File: src/pld_power_pkg.sv
// Constants and carrier types for the logic-module power control block
package pld_power_pkg;

  // Register selects on the host control port
  localparam logic [1:0] SEL_REG_A = 2'h0;
  localparam logic [1:0] SEL_REG_B = 2'h1;
  localparam logic [1:0] SEL_REG_C = 2'h2;

  // Field positions
  localparam int AUTO_SLEEP_EN_BIT = 1;
  localparam int TURBO_OFF_BIT = 3;
  localparam int CLK_BUS_BLOCK_BIT = 4;
  localparam int CLK_OMC_BLOCK_BIT = 5;
  localparam int WR_BLOCK_BIT = 2;
  localparam int RD_BLOCK_BIT = 3;
  localparam int PROGRAM_STORE_ENABLE_N_BLOCK_BIT = 4;
  localparam int ALE_BLOCK_BIT = 5;
  localparam int PC7_BLOCK_BIT = 6;
  localparam int FORCE_SLEEP_BIT = 1;

  // Writable bit masks; unused bits read zero
  localparam logic [7:0] REG_A_MASK = 8'h3A;
  localparam logic [7:0] REG_B_MASK = 8'h7C;
  localparam logic [7:0] REG_C_MASK = 8'h02;

  // Reset values
  localparam logic [7:0] REG_A_RESET = 8'h00;
  localparam logic [7:0] REG_B_RESET = 8'h00;

  // Idle counter terminal count in shared clock periods
  localparam logic [3:0] IDLE_COUNT_MAX = 4'hF;

  // Array idle time before standby
  localparam int CLK_PERIOD_NS = 10;
  localparam int IDLE_5V_NS = 65;
  localparam int IDLE_3V3_NS = 100;
  localparam int IDLE_5V_CYCLES = (IDLE_5V_NS + CLK_PERIOD_NS - 1) / CLK_PERIOD_NS;
  localparam int IDLE_3V3_CYCLES = (IDLE_3V3_NS + CLK_PERIOD_NS - 1) / CLK_PERIOD_NS;
  localparam int STANDBY_CNT_W = 4;

  localparam int ARRAY_OUT_W = 16;
  localparam int ADDR_W = 16;
  localparam int DATA_W = 8;

  typedef struct packed {
    logic wr_n;
    logic rd_n;
    logic program_store_enable_n_n;
    logic ale;
  } strobe_type;

  typedef struct packed {
    logic wr_n;
    logic rd_n;
    logic program_store_enable_n_n;
    logic ale;
    logic port_c_bit7;
    logic shared_clk;
    logic sleep_indicator;
  } logic_bus_type;

  typedef struct packed {
    logic flash;
    logic boot;
    logic sram;
    logic ctrl;
  } mem_sel_type;

endpackage

File: src/pld_module_power_control.sv
// Power-down, chip-select, non-turbo standby and input blocking for the logic module
`timescale 1ns/1ns
module pld_module_power_control (
  input wire logic ref_clk_i,
  input wire logic rst_n_i,
  input wire logic clk_en_i,
  input wire logic warm_reset_n_i,
  input wire logic supply_3v3_i,
  input wire logic chip_select_enable_i,
  input wire logic chip_select_n_i,
  input wire logic port_c_bit7_i,
  input wire logic shared_logic_clock_i,
  input wire pld_power_pkg::strobe_type strobe_i,
  input wire logic [pld_power_pkg::ADDR_W-1:0] addr_i,
  input wire logic [pld_power_pkg::DATA_W-1:0] data_i,
  input wire pld_power_pkg::mem_sel_type mem_sel_i,
  input wire logic [pld_power_pkg::ARRAY_OUT_W-1:0] array_result_i,
  input wire logic reg_write_i,
  input wire logic [1:0] reg_select_i,
  input wire logic [7:0] reg_wdata_i,
  output logic [7:0] reg_rdata_o,
  output logic [7:0] power_control_reg_a_o,
  output logic [7:0] power_control_reg_b_o,
  output logic [7:0] power_control_reg_c_o,
  output logic sleep_indicator_o,
  output logic code_mem_avail_o,
  output pld_power_pkg::strobe_type mem_strobe_o,
  output pld_power_pkg::mem_sel_type mem_sel_o,
  output logic [pld_power_pkg::ADDR_W-1:0] addr_o,
  output logic [pld_power_pkg::DATA_W-1:0] data_o,
  output pld_power_pkg::logic_bus_type logic_bus_o,
  output logic omc_clock_en_o,
  output logic array_standby_o,
  output logic [pld_power_pkg::ARRAY_OUT_W-1:0] array_out_o
);

  typedef enum logic {AWAKE, ASLEEP} sleep_state_type;

  // Two-stage synchronisers for pin inputs
  logic [3:0] sync_a;
  logic [3:0] sync_b;
  logic wreset_n;
  logic cs_n;
  logic pc7;
  logic sclk;
  logic sclk_d;
  logic wreset_n_d;
  logic cs_n_d;
  logic ale_d;

  always_ff @(posedge ref_clk_i or negedge rst_n_i) begin
    if (!rst_n_i) begin
      sync_a <= 4'hF;
      sync_b <= 4'hF;
    end else if (clk_en_i) begin
      sync_a <= {warm_reset_n_i, chip_select_n_i, port_c_bit7_i, shared_logic_clock_i};
      sync_b <= sync_a;
    end
  end

  assign wreset_n = sync_b[3];
  assign cs_n = sync_b[2];
  assign pc7 = sync_b[1];
  assign sclk = sync_b[0];

  always_ff @(posedge ref_clk_i or negedge rst_n_i) begin
    if (!rst_n_i) begin
      sclk_d <= 1'b1;
      wreset_n_d <= 1'b1;
      cs_n_d <= 1'b1;
      ale_d <= 1'b0;
    end else if (clk_en_i) begin
      sclk_d <= sclk;
      wreset_n_d <= wreset_n;
      cs_n_d <= cs_n;
      ale_d <= strobe_i.ale;
    end
  end

  wire sclk_rise = sclk & ~sclk_d;
  wire warm_rise = wreset_n & ~wreset_n_d;
  wire warm_active = ~wreset_n;
  wire ale_toggle = strobe_i.ale ^ ale_d;
  wire cs_fall = chip_select_enable_i & cs_n_d & ~cs_n;

  // Power control registers
  logic [7:0] power_control_reg_a;
  logic [7:0] power_control_reg_b;
  logic force_sleep_bit;

  wire wr_a = reg_write_i & (reg_select_i == pld_power_pkg::SEL_REG_A);
  wire wr_b = reg_write_i & (reg_select_i == pld_power_pkg::SEL_REG_B);
  wire wr_c = reg_write_i & (reg_select_i == pld_power_pkg::SEL_REG_C);
  wire force_write = wr_c & reg_wdata_i[pld_power_pkg::FORCE_SLEEP_BIT];

  wire [7:0] next_reg_a_written = reg_wdata_i & pld_power_pkg::REG_A_MASK;
  // Warm reset keeps reg A except the turbo bit, which returns to turbo on
  wire [7:0] turbo_clear_mask = ~(8'h01 << pld_power_pkg::TURBO_OFF_BIT);

  always_ff @(posedge ref_clk_i or negedge rst_n_i) begin
    if (!rst_n_i) begin
      power_control_reg_a <= pld_power_pkg::REG_A_RESET;
    end else if (clk_en_i) begin
      if (warm_active) begin
        power_control_reg_a <= power_control_reg_a & turbo_clear_mask;
      end else if (wr_a) begin
        power_control_reg_a <= next_reg_a_written;
      end
    end
  end

  always_ff @(posedge ref_clk_i or negedge rst_n_i) begin
    if (!rst_n_i) begin
      power_control_reg_b <= pld_power_pkg::REG_B_RESET;
    end else if (clk_en_i && wr_b) begin
      power_control_reg_b <= reg_wdata_i & pld_power_pkg::REG_B_MASK;
    end
  end

  // Sticky: a zero write never clears it, only reset or a warm reset does
  always_ff @(posedge ref_clk_i or negedge rst_n_i) begin
    if (!rst_n_i) begin
      force_sleep_bit <= 1'b0;
    end else if (clk_en_i) begin
      if (warm_active) begin
        force_sleep_bit <= 1'b0;
      end else if (force_write) begin
        force_sleep_bit <= 1'b1;
      end
    end
  end

  wire auto_sleep_en = power_control_reg_a[pld_power_pkg::AUTO_SLEEP_EN_BIT];
  wire turbo_off = power_control_reg_a[pld_power_pkg::TURBO_OFF_BIT];
  wire clk_bus_block = power_control_reg_a[pld_power_pkg::CLK_BUS_BLOCK_BIT];
  wire clk_omc_block = power_control_reg_a[pld_power_pkg::CLK_OMC_BLOCK_BIT];
  wire [7:0] reg_c_view = {6'h00, force_sleep_bit, 1'b0};

  assign power_control_reg_a_o = power_control_reg_a;
  assign power_control_reg_b_o = power_control_reg_b;
  assign power_control_reg_c_o = reg_c_view;

  wire [7:0] next_rdata = (reg_select_i == pld_power_pkg::SEL_REG_A) ? power_control_reg_a :
                          (reg_select_i == pld_power_pkg::SEL_REG_B) ? power_control_reg_b :
                          (reg_select_i == pld_power_pkg::SEL_REG_C) ? reg_c_view : 8'h00;

  always_ff @(posedge ref_clk_i or negedge rst_n_i) begin
    if (!rst_n_i) begin
      reg_rdata_o <= 8'h00;
    end else if (clk_en_i) begin
      reg_rdata_o <= next_rdata;
    end
  end

  // Idle counter, advanced by rising shared clock edges while ALE is steady
  logic [3:0] idle_count;
  wire idle_done = (idle_count == pld_power_pkg::IDLE_COUNT_MAX);

  always_ff @(posedge ref_clk_i or negedge rst_n_i) begin
    if (!rst_n_i) begin
      idle_count <= 4'h0;
    end else if (clk_en_i) begin
      if (warm_active || !auto_sleep_en || ale_toggle) begin
        idle_count <= 4'h0;
      end else if (sclk_rise && !idle_done) begin
        idle_count <= idle_count + 4'h1;
      end
    end
  end

  // Forced entry bypasses the counter entirely, so no shared clock is needed
  wire enter_forced = force_write | force_sleep_bit;
  // The indicator rises once the count has reached its top, so no sixteenth clock edge is needed
  wire enter_auto = auto_sleep_en & idle_done & ~ale_toggle;
  wire wake_event = ale_toggle | cs_fall | warm_rise;

  sleep_state_type sleep_state;
  sleep_state_type next_sleep_state;
  logic force_seen;

  // A held force bit re-enters sleep only after a fresh write, so a wake still takes effect
  wire force_fresh = force_write | (force_sleep_bit & ~force_seen);

  always_comb begin
    next_sleep_state = sleep_state;
    unique case (sleep_state)
      AWAKE: begin
        if (!warm_active && (force_fresh || enter_auto)) begin
          next_sleep_state = ASLEEP;
        end
      end
      ASLEEP: begin
        if (warm_active || wake_event) begin
          next_sleep_state = AWAKE;
        end
      end
    endcase
  end

  always_ff @(posedge ref_clk_i or negedge rst_n_i) begin
    if (!rst_n_i) begin
      sleep_state <= AWAKE;
      force_seen <= 1'b0;
    end else if (clk_en_i) begin
      sleep_state <= next_sleep_state;
      force_seen <= force_sleep_bit & ~warm_active;
    end
  end

  // Immediate view so the entering write already takes code memory away
  wire asleep = (sleep_state == ASLEEP) | (force_write & ~warm_active) | (enter_forced & force_fresh);
  wire unused_enter = enter_forced;

  assign sleep_indicator_o = (sleep_state == ASLEEP);
  assign code_mem_avail_o = ~asleep;

  // Memory select gating by chip-select and sleep
  wire cs_allows = ~chip_select_enable_i | ~cs_n;
  wire sel_ok = cs_allows & ~asleep;

  always_ff @(posedge ref_clk_i or negedge rst_n_i) begin
    if (!rst_n_i) begin
      mem_sel_o <= '0;
      addr_o <= '0;
      data_o <= '0;
      mem_strobe_o <= '{wr_n: 1'b1, rd_n: 1'b1, program_store_enable_n_n: 1'b1, ale: 1'b0};
    end else if (clk_en_i) begin
      mem_sel_o <= sel_ok ? mem_sel_i : '0;
      if (!asleep) begin
        addr_o <= addr_i;
        data_o <= data_i;
      end
      mem_strobe_o <= strobe_i;
    end
  end

  // Logic input bus with per-signal blocking
  pld_power_pkg::logic_bus_type next_bus;
  always_comb begin
    next_bus.wr_n = strobe_i.wr_n | power_control_reg_b[pld_power_pkg::WR_BLOCK_BIT];
    next_bus.rd_n = strobe_i.rd_n | power_control_reg_b[pld_power_pkg::RD_BLOCK_BIT];
    next_bus.program_store_enable_n_n = strobe_i.program_store_enable_n_n | power_control_reg_b[pld_power_pkg::PROGRAM_STORE_ENABLE_N_BLOCK_BIT];
    next_bus.ale = strobe_i.ale & ~power_control_reg_b[pld_power_pkg::ALE_BLOCK_BIT];
    next_bus.port_c_bit7 = pc7 & ~power_control_reg_b[pld_power_pkg::PC7_BLOCK_BIT];
    next_bus.shared_clk = sclk & ~clk_bus_block;
    next_bus.sleep_indicator = (sleep_state == ASLEEP);
  end

  // Blocked inputs park at their idle level, so they cause no transitions
  wire bus_changed = (next_bus != logic_bus_o);
  logic [pld_power_pkg::ADDR_W-1:0] addr_seen;
  wire addr_changed = ~asleep & (addr_i != addr_seen);

  always_ff @(posedge ref_clk_i or negedge rst_n_i) begin
    if (!rst_n_i) begin
      logic_bus_o <= '{wr_n: 1'b1, rd_n: 1'b1, program_store_enable_n_n: 1'b1, ale: 1'b0, port_c_bit7: 1'b0,
                       shared_clk: 1'b0, sleep_indicator: 1'b0};
      addr_seen <= '0;
      omc_clock_en_o <= 1'b0;
    end else if (clk_en_i) begin
      logic_bus_o <= next_bus;
      if (!asleep) begin
        addr_seen <= addr_i;
      end
      omc_clock_en_o <= sclk_rise & ~clk_omc_block;
    end
  end

  // Non-turbo standby after a quiet stretch on all array inputs
  localparam logic [pld_power_pkg::STANDBY_CNT_W-1:0] IDLE_5V =
    pld_power_pkg::STANDBY_CNT_W'(pld_power_pkg::IDLE_5V_CYCLES);
  localparam logic [pld_power_pkg::STANDBY_CNT_W-1:0] IDLE_3V3 =
    pld_power_pkg::STANDBY_CNT_W'(pld_power_pkg::IDLE_3V3_CYCLES);

  logic [pld_power_pkg::STANDBY_CNT_W-1:0] quiet_count;
  wire [pld_power_pkg::STANDBY_CNT_W-1:0] quiet_limit = supply_3v3_i ? IDLE_3V3 : IDLE_5V;
  wire array_activity = bus_changed | addr_changed;
  wire quiet_reached = (quiet_count >= quiet_limit);

  always_ff @(posedge ref_clk_i or negedge rst_n_i) begin
    if (!rst_n_i) begin
      quiet_count <= '0;
      array_standby_o <= 1'b0;
    end else if (clk_en_i) begin
      if (!turbo_off || array_activity) begin
        quiet_count <= '0;
        array_standby_o <= 1'b0;
      end else begin
        if (!quiet_reached) begin
          quiet_count <= quiet_count + 1'b1;
        end
        array_standby_o <= quiet_reached;
      end
    end
  end

  // Chip-select has no say here: array outputs only follow standby
  wire enter_standby = turbo_off & ~array_activity & quiet_reached & ~array_standby_o;
  wire hold_outputs = (array_standby_o & ~array_activity) | enter_standby;

  always_ff @(posedge ref_clk_i or negedge rst_n_i) begin
    if (!rst_n_i) begin
      array_out_o <= '0;
    end else if (clk_en_i) begin
      if (!hold_outputs) begin
        array_out_o <= array_result_i;
      end
    end
  end

endmodule

File: config.mk
export PLATFORM = sky130hd
export DESIGN_NAME = pld_module_power_control
export DESIGN_NICKNAME = d
export VERILOG_FILES = /design/src/pld_power_pkg.sv /design/src/pld_module_power_control.sv
export SDC_FILE = /design/constraint.sdc
export NUM_CORES = 1
export LEC_CHECK = 0
export BUFFER_PORTS_ARGS = -buffer_cell sky130_fd_sc_hd__buf_4
export CAP_MARGIN = 25
export CORE_UTILIZATION = 50
export CTS_CLUSTER_SIZE = 10
export DETAILED_ROUTE_END_ITERATION = 7
export GPL_ROUTABILITY_DRIVEN = 0
export PLACE_DENSITY = 0.79
export SYNTH_ARGS = -nofsm -noshare
export SYNTH_HDL_FRONTEND = slang
export SYNTH_SLANG_ARGS = --single-unit
File: constraint.sdc
create_clock -name ref_clk_i -period 4.68 [get_ports ref_clk_i]
set_clock_uncertainty 0.2 [all_clocks]
set_input_delay 0.468 -clock ref_clk_i [delete_from_list [all_inputs] [get_ports ref_clk_i]]
set_output_delay 0.468 -clock ref_clk_i [all_outputs]
set_load 0.05 [all_outputs]
* Word level (Yosys, flattened, before mapping)
Cells that the tools add are included.
** Word-level totals
- Logic and storage cells :: 135
- Memories kept :: 0
- Latch bits :: 0
- Bits in read-only memories :: 0
- RAM bits :: 0
- Flip-flop bits (word level) :: 96
** Operators by class
- Mux-type cells :: 17
- Bitwise gates (word level) :: 53
- Reduce and logical (&&, ||, !) cells :: 20
- Shift-type cells :: 0
- Div/mod/pow operators :: 0
- Add/subtract/negate cells :: 2
- $mul :: 0
- Order comparisons :: 1
- Equal/unequal tests :: 8
** Operators with widths (number)
- two-way mux 4 bit :: 8
- AND 1 bit :: 24
- inequality test 16 bit :: 1
- NOT 1 bit :: 16
- two-way mux 7 bit :: 2
- OR 1 bit :: 12
- AND reduction 2 bit :: 6
- adder 4 x 1 -> 4 bit, second input constant :: 2
- inequality test 7 bit :: 1
- inequality test 2 x 1 -> 1 bit, second input constant :: 3
- logical OR 1 bit :: 5
- two-way mux 1 bit :: 5
- equality test 4 bit, second input constant :: 1
- >= comparator 4 bit :: 1
- logical AND 1 bit :: 3
- zero test 1 bit :: 3
- AND reduction 3 bit :: 1
- equality test 2 x 1 -> 1 bit, second input constant :: 1
- equality test 2 bit, second input constant :: 1
- zero test 2 bit :: 1
- two-way mux 2 bit :: 1
- one-hot mux 1 bit (2 select lines) :: 1
- nonzero test 2 bit :: 1
- bitwise XOR 1 bit :: 1

* Depth between registers and ports, before layout
- Depth in word-level cells :: 16
- Depth in mapped cells :: 9
- Gate-level depth less buffers :: 8

* Worst setup path after synthesis
OpenSTA, ideal clock, no wires.
- Kind :: input -> register
- From :: input reg_select_i[0]
- To :: register array_out_o[0] (netlist bit)
- Required time :: 4.355 ns
- Slack :: 1.959 ns
- Stages on the path :: 7
- Path buffers :: 2
- Arrival :: 2.396 ns
- Path through :: buf_4 and4b_1 a211oi_4 a211oi_4 a21boi_4 buf_6 mux2_4
** Between the ends
- Cells in the longest elaborated chain, start to end :: 16
- Elaborated cells on any way between the ends :: 20
- Classes of those cells :: 1 x eq/ne; 18 x bitwise; 1 x reduce/logical
** RTL lines
- start: declaration :: line pld_module_power_control.sv:19 : input wire logic [1:0] reg_select_i,
- equality test 2 bit * :: line pld_module_power_control.sv:93 : wire wr_c = reg_write_i & (reg_select_i == pld_power_pkg::SEL_REG_C);
- AND 1 bit * :: line pld_module_power_control.sv:93
- AND 1 bit * :: line pld_module_power_control.sv:94 : wire force_write = wr_c & reg_wdata_i[pld_power_pkg::FORCE_SLEEP_BIT];
- AND 1 bit (tied with other cells) :: line pld_module_power_control.sv:211 : wire asleep = (sleep_state == ASLEEP) | (force_write & ~warm_active) | (enter_forced & force_fresh);
- OR 1 bit or AND 1 bit (tied branches) :: line pld_module_power_control.sv:211
- OR 1 bit * :: line pld_module_power_control.sv:211
- NOT 1 bit *
- net code_mem_avail_o :: line pld_module_power_control.sv:26 : output logic code_mem_avail_o,
- AND 1 bit * :: line pld_module_power_control.sv:252 : wire addr_changed = ~asleep & (addr_i != addr_seen);
- OR 1 bit * :: line pld_module_power_control.sv:277 : wire array_activity = bus_changed | addr_changed;
- NOT 1 bit * :: line pld_module_power_control.sv:298, pld_module_power_control.sv:299
- AND 1 bit (3 in a row) :: line pld_module_power_control.sv:298 : wire enter_standby = turbo_off & ~array_activity & quiet_reached & ~array_standby_o;
- OR 1 bit * :: line pld_module_power_control.sv:299 : wire hold_outputs = (array_standby_o & ~array_activity) | enter_standby;
- NOT 1 bit (no line) *
- AND reduction 2 bit (no line) *
- end signal: assignment :: line pld_module_power_control.sv:306 : array_out_o <= array_result_i;
- end: declaration :: line pld_module_power_control.sv:34 : output logic [pld_power_pkg::ARRAY_OUT_W-1:0] array_out_o
Mark *: on every way through the listed nets, which the timed path passes. The rest lies on a longest branch.
A chain may end at the register's enable or synchronous reset.

* Final worst setup path
- From :: register quiet_count[0] (netlist bit)
- To :: register array_out_o[15] (netlist bit)
** Between the ends
- Cells in the longest elaborated chain, start to end :: 6
** RTL lines
- start: declaration :: line pld_module_power_control.sv:275 : logic [pld_power_pkg::STANDBY_CNT_W-1:0] quiet_count;
- start signal: assignment :: line pld_module_power_control.sv:290 : quiet_count <= quiet_count + 1'b1;
- >= comparator 4 bit :: line pld_module_power_control.sv:278 : wire quiet_reached = (quiet_count >= quiet_limit);
- AND 1 bit (2 in a row) :: line pld_module_power_control.sv:298
- OR 1 bit :: line pld_module_power_control.sv:299
- NOT 1 bit (no line)
- AND reduction 2 bit (no line)
Every way passes these cells.

==> results.json <==
{
  "crit_buf_inv": 1,
  "port-buffer-count": 140,
  "worstMarginPinSlew_ns": 0.740,
  "share_of_the_clock_period_used_by_the_worst_path_pct": 64.2,
  "drt-initial-drc-count": 80,
  "place.detailed.hpwl_microns": 6700,
  "arrival_ns": 3.05,
  "worstPathMaxFanout": 16,
  "synth-simple-area-share_pct": 7.12,
  "post-route-drc-count": 0,
  "grt.total_usage_pct": 21.3,
  "post_synth_adder_cell_area_pct": 1.44,
  "post_synth_edffs": 0,
  "syn_area_sq_um": 4360,
  "first_global_vias": 3044,
  "grt_setup_unrepaired": "false",
  "timing.critical_path.required_ns": 4.72,
  "ioPinCount": 159,
  "synth.yosys.seq_area_share_pct": 54.5,
  "postCtsResizedCells": 0,
  "floorplan.die.width_microns": 95.4,
  "main_combinational_cell_family_by_area_after_synthesis": "multiplexers",
  "mean_number_of_vias_per_cell": 5.05,
  "synth_largest_type_area_fraction_pct": 44.2,
  "post-layout-total-power_mw": 2.39,
  "power.leakage_nw": 2.69,
  "critPathTopFamily": "compound AO/OA/AOI/OAI gates",
  "chipHeight_microns": 95.4,
  "drt.antenna.violating_nets": 0,
  "floorplan.rows": 33,
  "grt_start_max_net_pins": 62,
  "timing.critical_path.from_type": "register",
  "clk_buf_depth": 2,
  "grt_pass1_wl_microns": 14500,
  "global_route_congestion_overflow_total": 0,
  "synthXorXnorAreaFrac_pct": 6.03,
  "report.final.setup_viol": 0,
  "fmaxAchievable_mhz": 333,
  "timing.hold.worst.class": "in2reg",
  "timing.critical_path.cells": "inv_1 -> ha_1 -> nand2b_1 -> a31o_1 -> a21oi_1 -> o21ai_2 -> a21boi_4 -> mux2_2",
  "drive_above_1_share_pct": 50.9,
  "cts_root_buf": "sky130_fd_sc_hd__clkbuf_8",
  "largest_cells_by_area_after_synthesis": "sky130_fd_sc_hd__dfrtp_1, sky130_fd_sc_hd__mux2_2, sky130_fd_sc_hd__dfstp_2, sky130_fd_sc_hd__xor2_1, sky130_fd_sc_hd__mux2_4",
  "setup.worst_path.end_class": "register",
  "slew_headroom_pct": 50.7,
  "area_grow_syn2layout_pct": 29.3,
  "dieArea_sq_um": 9090,
  "cts_tree": "yes",
  "cts.hold.buffers_added": 1,
  "final_hold_viol_count": 0,
  "synth.cells.most_frequent": "sky130_fd_sc_hd__dfrtp_1, sky130_fd_sc_hd__mux2_2, sky130_fd_sc_hd__xor2_1",
  "criticalPathCategory": "reg2reg",
  "via_count": 3000,
  "most_instantiated_library_cell_after_synthesis": "sky130_fd_sc_hd__dfrtp_1",
  "yosys-mux-area-fraction_pct": 19.3,
  "power-per-cell-area_nw_per_um2": 425,
  "drt-pass1-iter-count": 4,
  "clock_latency_ns": 0.36,
  "postSynth.asyncResetShare_pct": 100,
  "cts_htree_levels": 3,
  "yosys.area.top_type": "sky130_fd_sc_hd__dfrtp_1",
  "timing.final.max_slew_violations": 0,
  "wl_per_cell_microns": 15.5,
  "numClockSinks": 94,
  "cp_slowest_stage_delay_ns": 0.59,
  "antenna_found_initial": 0,
  "critPathSlowestCell": "sky130_fd_sc_hd__a21boi_4",
  "ys_warn_count": 0,
  "inserted_clock_buffers": 9,
  "initial_core_util_pct": 52.3,
  "yosys_cell_types": 37,
  "placed_area_sq_um": 5410,
  "synth_compound_area_share_pct": 5.40,
  "dominantRegCellSynth": "sky130_fd_sc_hd__dfrtp_1",
  "stdcell_area_sq_um": 5630,
  "synthesized_flop_and_latch_total": 94,
  "syn-mean-instance-area_sq_um": 12.7,
  "antenna-diode-count": 0,
  "design.core.area_sq_um": 8340,
  "netlist_instances": 344,
  "status": "complete, no violations",
  "fillers": 638,
  "cap_violations": 0,
  "clkSlewWorstSetupHoldPaths_ns": 0.10,
  "wl_microns": 9190,
  "fin_tns_setup_ns": 0,
  "cts_setup_buffers": 0,
  "finish.net_count": 557,
  "max-vdd-ir-drop_uv": 251,
  "timing.final.crit_period_ns": 3.01
}
[power breakdown]
group	total, mW	internal (mW)	switching (mW)
sequential	1.03	0.938	0.0917
clock	0.502	0.210	0.292
combinational	0.862	0.308	0.554
[placed cells by master, fill, tap and decap left out, types with 2 or more instances in the layout]
cell type	count
sky130_fd_sc_hd__clkbuf_8	10
sky130_fd_sc_hd__clkinv_4	4
sky130_fd_sc_hd__dfstp_2	17
sky130_fd_sc_hd__nor4_1	4
sky130_fd_sc_hd__buf_4	142
sky130_fd_sc_hd__nand4_1	4
sky130_fd_sc_hd__conb_1	16
sky130_fd_sc_hd__nand2_1	18
sky130_fd_sc_hd__mux2_2	56
sky130_fd_sc_hd__nand3_1	4
sky130_fd_sc_hd__nor2_1	16
sky130_fd_sc_hd__a21oi_1	8
sky130_fd_sc_hd__a211oi_4	2
sky130_fd_sc_hd__dfrtp_1	77
sky130_fd_sc_hd__mux2i_1	6
sky130_fd_sc_hd__inv_1	18
sky130_fd_sc_hd__and4b_1	2
sky130_fd_sc_hd__o21ai_0	8
sky130_fd_sc_hd__nor2b_1	2
sky130_fd_sc_hd__xnor2_1	9
sky130_fd_sc_hd__nand2b_1	5
sky130_fd_sc_hd__o22ai_1	10
sky130_fd_sc_hd__ha_1	5
sky130_fd_sc_hd__xor2_1	21
sky130_fd_sc_hd__mux2_4	10
[worst paths after layout]
path | slack (ns) | cells after the start | end | startpoint
worst max-delay path | 1.67 | 8 | array_out_o[15] | quiet_count[0]
worst min-delay path | 0.12 | 2 | array_out_o[8] | array_result_i[8]
worst max register to register | 1.67 | 8 | array_out_o[15] | quiet_count[0]
worst min register to register | 0.29 | 2 | wreset_n_d | wreset_n_d
max in group asynchronous | 2.77 | 3 | data_o[6] | rst_n_i
min in group asynchronous | 0.39 | 2 | array_out_o[1] | rst_n_i
[sequential cells by signal (all words and copies together) (netlist names), 4 cells and up]
signal	flops
quiet_count	4
idle_count	4
array_out_o	16
sync_a	4
power_control_reg_a_o	4
addr_o	16
power_control_reg_b_o	5
data_o	8
logic_bus_o	7
reg_rdata_o	6
mem_strobe_o	4
mem_sel_o	4
sync_b	4
[logic make-up (layout without fill, tap and decap cells)]
group | Yosys count | after routing
DFF | 94 | 94
buffers and inverters | 48 | 178
AOI/OAI and AO/OA | 33 | 33
adders and majority gates | 5 | 5
muxes | 72 | 72
xor gates and xnor gates | 30 | 30
other | 1 | 16
and+or+nand+nor | 61 | 61
[worst register-to-register path, stage by stage, from the launching register on]
cell	delay [ns]
sky130_fd_sc_hd__dfrtp_1	0.42
sky130_fd_sc_hd__inv_1	0.06
sky130_fd_sc_hd__ha_1	0.26
sky130_fd_sc_hd__nand2b_1	0.14
sky130_fd_sc_hd__a31o_1	0.22
sky130_fd_sc_hd__a21oi_1	0.46
sky130_fd_sc_hd__o21ai_2	0.12
sky130_fd_sc_hd__a21boi_4	0.59
sky130_fd_sc_hd__mux2_2	0.42
[layer usage]
layer  global-route usage (%)  part of all wire (%)  wire length [microns]  vias to the layer above
met1                     26.0                    43                   3920                     1430
met3                     7.74                   9.3                    858                       13
met5                        0                     0                      0                        -
met2                     34.1                    46                   4250                      137
met4                     9.09                   1.7                    158                        0
li1                         -                     -                      -                     1420
[cell type report]
type,instances,area (sq um),share of cell area [%]
multi-input combinational,217,1770,31.5
inverter,18,67.6,1.20
tap,105,131,2.33
timing repair buffer,144,1100,19.6
sequential,94,2370,42.1
clock inverter,6,47.5,0.844
clock buffer,10,138,2.44
[stage by stage]
stage | cells | setup WS, ns | hold slack (ns) | util, %
floorplan | 359 | 1.96 | -0.0276 | -
CTS | 593 | 1.64 | 0.107 | 67.2
finish | 594 | 1.67 | 0.122 | 67.5
global placement | 576 | 1.54 | 0.246 | 64.9
global route | 594 | 1.48 | 0.106 | 67.5
detailed placement | 576 | 1.47 | 0.252 | 64.9
(Power assumes the default switching activity.)
